[src/inc/cascaded_timer_pkg.sv]
// Constants shared by the cascaded timer and its clock source selector
package cascaded_timer_pkg;

  // Register byte offsets (word aligned)
  localparam int         ADDR_W           = 8;
  localparam logic [7:0] OFS_LOWER_CTRL   = 8'h00;
  localparam logic [7:0] OFS_UPPER_CTRL   = 8'h04;
  localparam logic [7:0] OFS_PERIOD_LOW   = 8'h08;
  localparam logic [7:0] OFS_PERIOD_HIGH  = 8'h0C;
  localparam logic [7:0] OFS_DUTY_LOW     = 8'h10;
  localparam logic [7:0] OFS_DUTY_HIGH    = 8'h14;
  localparam logic [7:0] OFS_COUNT_STATUS = 8'h18;

  // Field positions
  localparam int SRC_LSB     = 0;
  localparam int SRC_W       = 3;
  localparam int MODE_LSB    = 0;
  localparam int MODE_W      = 2;
  localparam int RUN_BIT     = 3;
  localparam int TAP_BIT     = 4;
  localparam int INIT_BIT    = 7;
  localparam int BYTE_W      = 8;
  localparam int CNT_W       = 16;
  localparam int STAT_FF_BIT = 16;

  // Source clock select codes
  localparam logic [2:0] SRC_SLOW = 3'h0;
  localparam logic [2:0] SRC_DIV7 = 3'h1;
  localparam logic [2:0] SRC_DIV5 = 3'h2;
  localparam logic [2:0] SRC_DIV3 = 3'h3;
  localparam logic [2:0] SRC_LOW  = 3'h4;
  localparam logic [2:0] SRC_HALF = 3'h5;
  localparam logic [2:0] SRC_FULL = 3'h6;
  localparam logic [2:0] SRC_EXT  = 3'h7;

  // Operating modes
  localparam logic [1:0] MODE_TIMER = 2'h0;
  localparam logic [1:0] MODE_EVENT = 2'h1;
  localparam logic [1:0] MODE_PWM   = 2'h2;

  // Prescaler taps, as powers of two of the high clock
  localparam int PRESC_W   = 11;
  localparam int EXP_SLOW  = 11;
  localparam int EXP_7     = 7;
  localparam int EXP_5     = 5;
  localparam int EXP_3     = 3;
  localparam int EXP_HALF  = 1;
  localparam int LOW_EXP   = 3;
  localparam int SYNC_PINS = 2;

  // Reset values
  localparam logic [2:0]  RST_SRC   = 3'h0;
  localparam logic [1:0]  RST_MODE  = 2'h0;
  localparam logic [15:0] RST_WORD  = 16'h0000;
  localparam logic [15:0] CNT_TOP   = 16'hFFFF;
  localparam logic [15:0] CNT_ONE   = 16'h0001;

  // Bus encodings
  localparam logic [2:0] SIZE_WORD  = 3'h2;
  localparam int         HTRANS_ACT = 1;
  localparam logic       HRESP_OKAY = 1'b0;

  // Core clock rate
  localparam int CORE_CLK_HZ = 50_000_000;

endpackage

[src/core/tick_source.sv]
// Count-enable source: prescaler, low clock divider, event pin edges
`timescale 1ns/10ps
module tick_source
  import cascaded_timer_pkg::*;
(
  input  wire logic       core_clk,
  input  wire logic       nrst,
  input  wire logic       ce,
  input  wire logic       low_clock,
  input  wire logic       external_event_input,
  input  wire logic       low_speed_mode,
  input  wire logic       divider_tap_select,
  input  wire logic [1:0] mode,
  input  wire logic [2:0] src_sel,
  output logic            tick
);

  logic [PRESC_W-1:0]   presc;
  logic [LOW_EXP-1:0]   low_div;
  logic [SYNC_PINS-1:0] pin_raw;
  logic [SYNC_PINS-1:0] pin_s1;
  logic [SYNC_PINS-1:0] pin_s2;
  logic [SYNC_PINS-1:0] pin_s3;

  assign pin_raw = {external_event_input, low_clock};

  // Two stages per pin, a third only for edge detection
  genvar g;
  generate
    for (g = 0; g < SYNC_PINS; g++) begin : g_sync
      always_ff @(posedge core_clk) begin
        if (!nrst) begin
          pin_s1[g] <= 1'b0;
          pin_s2[g] <= 1'b0;
          pin_s3[g] <= 1'b0;
        end else if (ce) begin
          pin_s1[g] <= pin_raw[g];
          pin_s2[g] <= pin_s1[g];
          pin_s3[g] <= pin_s2[g];
        end
      end
    end
  endgenerate

  wire low_rise = pin_s2[0] & ~pin_s3[0];
  wire ext_fall = ~pin_s2[1] & pin_s3[1];
  wire low_div8 = low_rise & (&low_div);
  wire tap11    = &presc[EXP_SLOW-1:0];
  wire tap7     = &presc[EXP_7-1:0];
  wire tap5     = &presc[EXP_5-1:0];
  wire tap3     = &presc[EXP_3-1:0];
  wire tap1     = &presc[EXP_HALF-1:0];
  wire is_pwm   = (mode == MODE_PWM);
  wire is_event = (mode == MODE_EVENT);

  always_ff @(posedge core_clk) begin
    if (!nrst) begin
      presc   <= '0;
      low_div <= '0;
    end else if (ce) begin
      presc <= presc + PRESC_W'(1);
      if (low_rise) begin
        low_div <= low_div + LOW_EXP'(1);
      end
    end
  end

  // Slowest tap falls to low clock / 8 on tap select or low speed
  wire slow_tick = (divider_tap_select | low_speed_mode) ? low_div8 : tap11;
  // Fast high clock taps are missing in low-speed modes
  wire hs_tick   = (src_sel == SRC_DIV7) ? tap7 :
                   (src_sel == SRC_DIV5) ? tap5 :
                   (src_sel == SRC_DIV3) ? tap3 : 1'b0;
  wire pwm_hs    = (src_sel == SRC_HALF) ? tap1 :
                   (src_sel == SRC_FULL) ? 1'b1 : 1'b0;
  wire pwm_any   = (src_sel == SRC_LOW) ? low_rise :
                   (src_sel == SRC_EXT) ? ext_fall : 1'b0;
  wire base_tick = (src_sel == SRC_SLOW) ? slow_tick :
                   low_speed_mode ? 1'b0 : hs_tick;

  assign tick = is_event ? ext_fall :
                (base_tick | (is_pwm & (pwm_any |
                 (~low_speed_mode & pwm_hs))));

endmodule // tick_source

[src/core/cascaded_16bit_timer_pwm.sv]
// Cascaded 16-bit interval timer, event counter and PWM with AHB-Lite
//
// The AHB-Lite slave port and the placing of the registers were chosen for this implementation.
`timescale 1ns/10ps
module cascaded_16bit_timer_pwm
  import cascaded_timer_pkg::*;
(
  input  wire logic        core_clk,
  input  wire logic        nrst,
  input  wire logic        ce,
  input  wire logic        hsel,
  input  wire logic [31:0] haddr,
  input  wire logic [1:0]  htrans,
  input  wire logic        hwrite,
  input  wire logic [2:0]  hsize,
  input  wire logic [31:0] hwdata,
  input  wire logic        hready,
  output logic             hreadyout,
  output logic [31:0]      hrdata,
  output logic             hresp,
  input  wire logic        low_clock,
  input  wire logic        external_event_input,
  input  wire logic        low_speed_mode,
  output logic             match_interrupt,
  output logic             pwm_output_pin
);

  import cascaded_timer_pkg::*;

  // Bus data-phase state
  logic              ph_write;
  logic [ADDR_W-1:0] ph_addr;

  // Software-visible control
  logic [SRC_W-1:0]  src_sel;
  logic [MODE_W-1:0] mode;
  logic              run_bit;
  logic              divider_tap_select;
  logic              flip_flop_initial_value;
  logic [CNT_W-1:0]  period_compare;
  logic [CNT_W-1:0]  duty_buffer;
  logic [CNT_W-1:0]  duty_active;

  // Counting state
  logic [CNT_W-1:0]  count;
  logic              output_toggle_flip_flop;
  logic              match_pulse;
  logic              tick;

  // Read packing
  logic [31:0]       rd_lower;
  logic [31:0]       rd_upper;
  logic [31:0]       rd_status;
  logic [31:0]       rd_value;

  // Address phase and write strobes
  wire take      = hsel & hready & htrans[HTRANS_ACT];
  wire take_word = take & (hsize == SIZE_WORD);
  wire take_rd   = take_word & ~hwrite;

  wire wr_lower  = ph_write & (ph_addr == OFS_LOWER_CTRL);
  wire wr_upper  = ph_write & (ph_addr == OFS_UPPER_CTRL);
  wire wr_per_lo = ph_write & (ph_addr == OFS_PERIOD_LOW);
  wire wr_per_hi = ph_write & (ph_addr == OFS_PERIOD_HIGH);
  wire wr_dut_lo = ph_write & (ph_addr == OFS_DUTY_LOW);
  wire wr_dut_hi = ph_write & (ph_addr == OFS_DUTY_HIGH);

  wire [BYTE_W-1:0] wbyte   = hwdata[BYTE_W-1:0];
  wire              new_run = hwdata[RUN_BIT];
  wire              new_ini = hwdata[INIT_BIT];

  // Frozen clock enable also stalls the bus, so no transfer is lost
  assign hreadyout = ce;
  assign hresp     = HRESP_OKAY;

  always_ff @(posedge core_clk) begin
    if (!nrst) begin
      ph_write <= 1'b0;
      ph_addr  <= '0;
    end else if (ce && hready) begin
      ph_write <= take_word & hwrite;
      ph_addr  <= haddr[ADDR_W-1:0];
    end
  end

  // Read value taken in the address phase, zero for unmapped offsets
  always_comb begin
    rd_lower  = '0;
    rd_upper  = '0;
    rd_status = '0;
    rd_lower[SRC_LSB +: SRC_W]   = src_sel;
    rd_upper[MODE_LSB +: MODE_W] = mode;
    rd_upper[RUN_BIT]            = run_bit;
    rd_upper[TAP_BIT]            = divider_tap_select;
    rd_upper[INIT_BIT]           = flip_flop_initial_value;
    rd_status[CNT_W-1:0]         = count;
    rd_status[STAT_FF_BIT]       = output_toggle_flip_flop;
  end

  // Duty reads show the active value during output
  wire [31:0] rd_duty_lo = {24'h000000, duty_active[BYTE_W-1:0]};
  wire [31:0] rd_duty_hi = {24'h000000, duty_active[CNT_W-1:BYTE_W]};
  wire [31:0] rd_per_lo  = {24'h000000, period_compare[BYTE_W-1:0]};
  wire [31:0] rd_per_hi  = {24'h000000, period_compare[CNT_W-1:BYTE_W]};

  wire [ADDR_W-1:0] ra = haddr[ADDR_W-1:0];
  assign rd_value = (ra == OFS_LOWER_CTRL)   ? rd_lower   :
                    (ra == OFS_UPPER_CTRL)   ? rd_upper   :
                    (ra == OFS_PERIOD_LOW)   ? rd_per_lo  :
                    (ra == OFS_PERIOD_HIGH)  ? rd_per_hi  :
                    (ra == OFS_DUTY_LOW)     ? rd_duty_lo :
                    (ra == OFS_DUTY_HIGH)    ? rd_duty_hi :
                    (ra == OFS_COUNT_STATUS) ? rd_status  : 32'h00000000;

  always_ff @(posedge core_clk) begin
    if (!nrst) begin
      hrdata <= 32'h00000000;
    end else if (ce && take_rd) begin
      hrdata <= rd_value;
    end
  end

  // Control registers
  always_ff @(posedge core_clk) begin
    if (!nrst) begin
      src_sel <= RST_SRC;
    end else if (ce && wr_lower) begin
      src_sel <= wbyte[SRC_LSB +: SRC_W];
    end
  end

  always_ff @(posedge core_clk) begin
    if (!nrst) begin
      mode                    <= RST_MODE;
      run_bit                 <= 1'b0;
      divider_tap_select      <= 1'b0;
      flip_flop_initial_value <= 1'b0;
    end else if (ce && wr_upper) begin
      mode                    <= wbyte[MODE_LSB +: MODE_W];
      run_bit                 <= new_run;
      divider_tap_select      <= wbyte[TAP_BIT];
      flip_flop_initial_value <= new_ini;
    end
  end

  // Period compare: writes land at once, no shadow copy
  always_ff @(posedge core_clk) begin
    if (!nrst) begin
      period_compare <= RST_WORD;
    end else if (ce) begin
      if (wr_per_lo) begin
        period_compare[BYTE_W-1:0] <= wbyte;
      end
      if (wr_per_hi) begin
        period_compare[CNT_W-1:BYTE_W] <= wbyte;
      end
    end
  end

  // Duty buffer, written byte by byte by software
  logic [CNT_W-1:0] next_duty_buffer;
  always_comb begin
    next_duty_buffer = duty_buffer;
    if (wr_dut_lo) begin
      next_duty_buffer[BYTE_W-1:0] = wbyte;
    end
    if (wr_dut_hi) begin
      next_duty_buffer[CNT_W-1:BYTE_W] = wbyte;
    end
  end

  always_ff @(posedge core_clk) begin
    if (!nrst) begin
      duty_buffer <= RST_WORD;
    end else if (ce) begin
      duty_buffer <= next_duty_buffer;
    end
  end

  // Count enable from the selected source
  tick_source u_tick_source (
    .core_clk             (core_clk),
    .nrst                 (nrst),
    .ce                   (ce),
    .low_clock            (low_clock),
    .external_event_input (external_event_input),
    .low_speed_mode       (low_speed_mode),
    .divider_tap_select   (divider_tap_select),
    .mode                 (mode),
    .src_sel              (src_sel),
    .tick                 (tick)
  );

  // Compare decode
  wire is_pwm     = (mode == MODE_PWM);
  wire is_cmp     = (mode == MODE_TIMER) | (mode == MODE_EVENT);
  wire step       = run_bit & tick & (is_pwm | is_cmp);
  wire [CNT_W-1:0] count_inc = count + CNT_ONE;
  // Period zero matches at count FFFF: the cycle spans the full 65536-tick range
  wire period_hit = is_cmp & (count_inc == period_compare);
  wire overflow   = is_pwm & (count == CNT_TOP);
  // Overflow wins when duty equals zero, so only one toggle happens
  wire duty_hit   = is_pwm & ~overflow & (count_inc == duty_active);
  wire cycle_end  = step & (period_hit | overflow);

  // Active duty: follows the buffer while stopped, moves at PWM cycle end
  logic [CNT_W-1:0] next_duty_active;
  always_comb begin
    next_duty_active = duty_active;
    if (!run_bit) begin
      next_duty_active = next_duty_buffer;
    end else if (cycle_end && is_pwm) begin
      next_duty_active = duty_buffer;
    end
  end

  always_ff @(posedge core_clk) begin
    if (!nrst) begin
      duty_active <= RST_WORD;
    end else if (ce) begin
      duty_active <= next_duty_active;
    end
  end

  // Up-counter, held at zero while stopped
  logic [CNT_W-1:0] next_count;
  always_comb begin
    next_count = count;
    if (!run_bit) begin
      next_count = RST_WORD;
    end else if (cycle_end) begin
      next_count = RST_WORD;
    end else if (step) begin
      next_count = count_inc;
    end
  end

  always_ff @(posedge core_clk) begin
    if (!nrst) begin
      count <= RST_WORD;
    end else if (ce) begin
      count <= next_count;
    end
  end

  // Output flop: loaded from the initial bit only by a write made
  // while stopped; the write that stops it leaves the level alone
  wire load_ini   = wr_upper & ~run_bit;
  wire toggle_ff  = step & (duty_hit | overflow);

  // Load only happens while stopped, so it never meets a toggle
  logic next_output_ff;
  always_comb begin
    next_output_ff = output_toggle_flip_flop;
    if (load_ini) begin
      next_output_ff = new_ini;
    end else if (toggle_ff) begin
      next_output_ff = ~output_toggle_flip_flop;
    end
  end

  always_ff @(posedge core_clk) begin
    if (!nrst) begin
      output_toggle_flip_flop <= 1'b0;
    end else if (ce) begin
      output_toggle_flip_flop <= next_output_ff;
    end
  end

  always_ff @(posedge core_clk) begin
    if (!nrst) begin
      match_pulse <= 1'b0;
    end else if (ce) begin
      match_pulse <= cycle_end;
    end
  end

  assign match_interrupt = match_pulse;
  // Pin is the plain inverse; the port latch outside gates it
  assign pwm_output_pin  = ~output_toggle_flip_flop;

endmodule // cascaded_16bit_timer_pwm

[config.mk]
export PLATFORM = sky130hd
export DESIGN_NAME = cascaded_16bit_timer_pwm
export DESIGN_NICKNAME = d
export VERILOG_FILES = /design/src/inc/cascaded_timer_pkg.sv /design/src/core/tick_source.sv /design/src/core/cascaded_16bit_timer_pwm.sv
export SDC_FILE = /design/constraint.sdc
export NUM_CORES = 1
export LEC_CHECK = 0
export BUFFER_PORTS_ARGS = -buffer_cell sky130_fd_sc_hd__buf_2
export CAP_MARGIN = 25
export CORE_ASPECT_RATIO = 1.75
export CORE_MARGIN = 10
export CORE_UTILIZATION = 61
export DETAILED_ROUTE_END_ITERATION = 16
export MAX_ROUTING_LAYER = met4
export PLACE_DENSITY_LB_ADDON = 0.05
export SLEW_MARGIN = 10
export SYNTH_ARGS = -nofsm -noshare
export SYNTH_HDL_FRONTEND = slang
export SYNTH_SLANG_ARGS = --single-unit
[constraint.sdc]
create_clock -name core_clk -period 4.8 [get_ports core_clk]
set_input_delay 0.48 -clock core_clk [delete_from_list [all_inputs] [get_ports core_clk]]
set_output_delay 0.48 -clock core_clk [all_outputs]
set_load 0.01 [all_outputs]
==> reports/qor.yml <==
period_share: 0.765
die_x_microns: 98.2
synth_common_cells: "dfxtp_1 (120), nor2_1 (89), nand2_1 (77)"
synth_most_common_cell: "dfxtp_1"
antenna_left: 0
coreArea_sq_um: 10400
drc: 0
hold_viol_final: 0
fin_crit_ns: 3.67
final.fill_count: 829
boundaryPins: 114
synth_top_area_share: 0.368
area_growth_pct: 12.4
r2r-start: "count[0]$_SDFFE_PN0P_"
drv_cap: 0
cp_max_fo: 10
io_buffers: 48
setup_viol_count_final: 0
holdBufCountCts: 0
drv_slew: 0
grt_overflow: 0
synth_edf_count: 0
cts-resized-gates: 0
syn-instance-count: 758
ir_drop_mv: 0.369
dr.first_iter.drc_count: 470
cts_tree: "yes"
clk_latency_ns: 0.42
critPathLaunch: "count[0]$_SDFFE_PN0P_"
finClkSkew_ns: 0.00995
synth_mux_area_frac: 0.108
synth_area_sq_um: 6520
tns_ns: 0
synthSimpleGateAreaFrac: 0.244
end_kind: "flop"
totalWireLength_mm: 18.8
clockRootBuffer: "clkbuf_16"
ys.warnings.count: 0
grt_max_degree: 49
antenna_cells: 0
grt_pass1_wl_mm: 30.3
syn_area_per_cell_sq_um: 8.60
gp_congestion: 0.980
htree_levels: 4
synth.ff_latch_count: 120
via_per_inst: 6.27
die_height_microns: 157
grt_pass1_vias: 5802
cp.required_ns: 5.11
fin_nets: 862
synth_fa_ha_area_frac: 0.0115
tightest_slew_ns: 0.852
yosysTopAreaCell: "dfxtp_1"
cts_buffers: 17
rsz0062_at_grt: "no"
synthTopCellsByArea: "dfxtp_1 (37%), mux2i_1 (10%), nor2_1 (5.1%)"
synthFlopType: "dfxtp_1"
hold_ws_ns: 0.307
wl_per_cell_microns: 20.5
vias: 5753
min-delay-start: "haddr[7]"
drive_gt1_frac: 0.133
arrival_ns: 3.98
powerDensity_nw_per_um2: 344
ys_types: 68
post_cts_buffers: 0
synthXorXnorAreaFrac: 0.0729
rows: 49
track_usage: 0.250
holdCritPathClass: "in2reg"
synth_compound_area_frac: 0.137
initial_utilization: 0.629
dp_hpwl_mm: 13.9
synth_top_family_by_area: "simple AND/OR/NAND/NOR gates"
antenna_found_initial: 0
p_leak_uw: 0.00309
clock_sinks: 120
crit_type: "reg2reg"
max_slew_margin: 0.432
drt_pass1_iterations: 7
cts_buffer_depth: 2
fmax_mhz: 272
path_clk_slew_ns: 0.06
critPathLaunchType: "flop"
ys_seq_area_frac: 0.368
status: "finished, final reports clean"
async_reset_ff_frac: 0
dieArea_sq_um: 15400
[worst paths after layout]
path	cells past startpoint	slack [ns]	endpoint
worst min register to register	2	0.45	hrdata[16]$_SDFFE_PN0P_
worst max-delay path	9	1.13	count[15]$_SDFFE_PN0P_
worst min-delay path	3	0.31	ph_addr[7]$_SDFFE_PN0P_
worst max register to register	9	1.13	count[15]$_SDFFE_PN0P_
[cells in the final DEF, fill, tap and decap left out, types with 5 or more instances in the layout]
master     netlist  final
dfxtp_1        120    120
nor2_1          89     89
nand2_1         77     77
mux2i_1         66     66
buf_2            6     48
a21oi_1         36     36
xnor2_1         31     31
nand3_1         23     23
a211oi_1        18     18
clkbuf_16        0     17
nand4_1         16     16
conb_1           1     16
nor3_1          14     14
o21ai_0         14     14
nor2b_1         13     13
xor2_1          13     13
a31oi_1         12     12
o21ai_1         10      9
and3_1           8      8
inv_1            9      8
inv_6            0      8
nor3b_1          7      7
o2111ai_1        6      6
nand2b_1         6      6
a22oi_1          6      6
ha_1             6      6
and4_1           5      5
or3_1            5      5
nand4b_1         5      5
[report_power, final]
part	internal [uW]	switching, uW
Clock	882	505
Sequential	1010	14.7
Combinational	37.7	72.7
[cell type report]
| class | count | area, sq um | area share |
|---|---|---|---|
| inverter | 9 | 33.8 | 0.00461 |
| clock buffer | 17 | 425 | 0.0581 |
| sequential | 120 | 2400 | 0.328 |
| multi-input combinational | 577 | 3810 | 0.520 |
| timing repair buffer | 53 | 288 | 0.0393 |
| tap | 127 | 159 | 0.0217 |
| clock inverter | 15 | 211 | 0.0289 |
[state kept, by name (all words and copies together) (netlist names), 2 cells and up]
register	cells
count	16
hrdata	17
u_tick_source.pin_s2	2
mode	2
u_tick_source.presc	11
u_tick_source.pin_s3	2
duty_active	16
u_tick_source.low_div	3
u_tick_source.pin_s1	2
ph_addr	8
duty_buffer	16
src_sel	3
period_compare	16
[layer usage]
metal,vias up,global-route usage,wire (microns)
met5,-,-,0
met4,0,0.149,923
met3,67,0.0494,750
met2,198,0.435,10000
met1,2760,0.255,7110
li1,2728,-,-
[per-stage QoR]
step / cell area (sq um) / utilization / power [uW] / std cells / setup WS (ns)
after floorplan: 6580 / - / 1120 / 773 / 2.24
final: 7330 / 0.707 / 2520 / 918 / 1.13
after CTS: 7320 / 0.707 / 2520 / 917 / 1.17
after detailed placement: 6690 / 0.645 / 1150 / 885 / 1.20
after global placement: 6670 / 0.643 / 1150 / 884 / 1.32
after global routing: 7330 / 0.707 / 2590 / 918 / 0.897
[kinds of logic (layout without fill, tap and decap cells)]
kind of cell / Yosys count / in the layout
DFF: 120 / 120
AOI/OAI and AO/OA: 135 / 135
adders and majority gates: 6 / 6
other: 1 / 16
and+or+nand+nor: 303 / 303
buffers and inverters: 76 / 94
xor gates and xnor gates: 48 / 48
muxes: 69 / 69
[worst max-delay path, cell delays in order, from the launching register on]
cell      delay [ns]
dfxtp_1         0.57
ha_1            0.46
nand3_4         0.19
nor3_1          0.59
xnor3_1         0.30
nand2_1         0.13
nand4b_1        0.24
o21a_1          0.39
nand3_2         0.32
o311ai_1        0.36
Power figures use the tool's default switching activity.
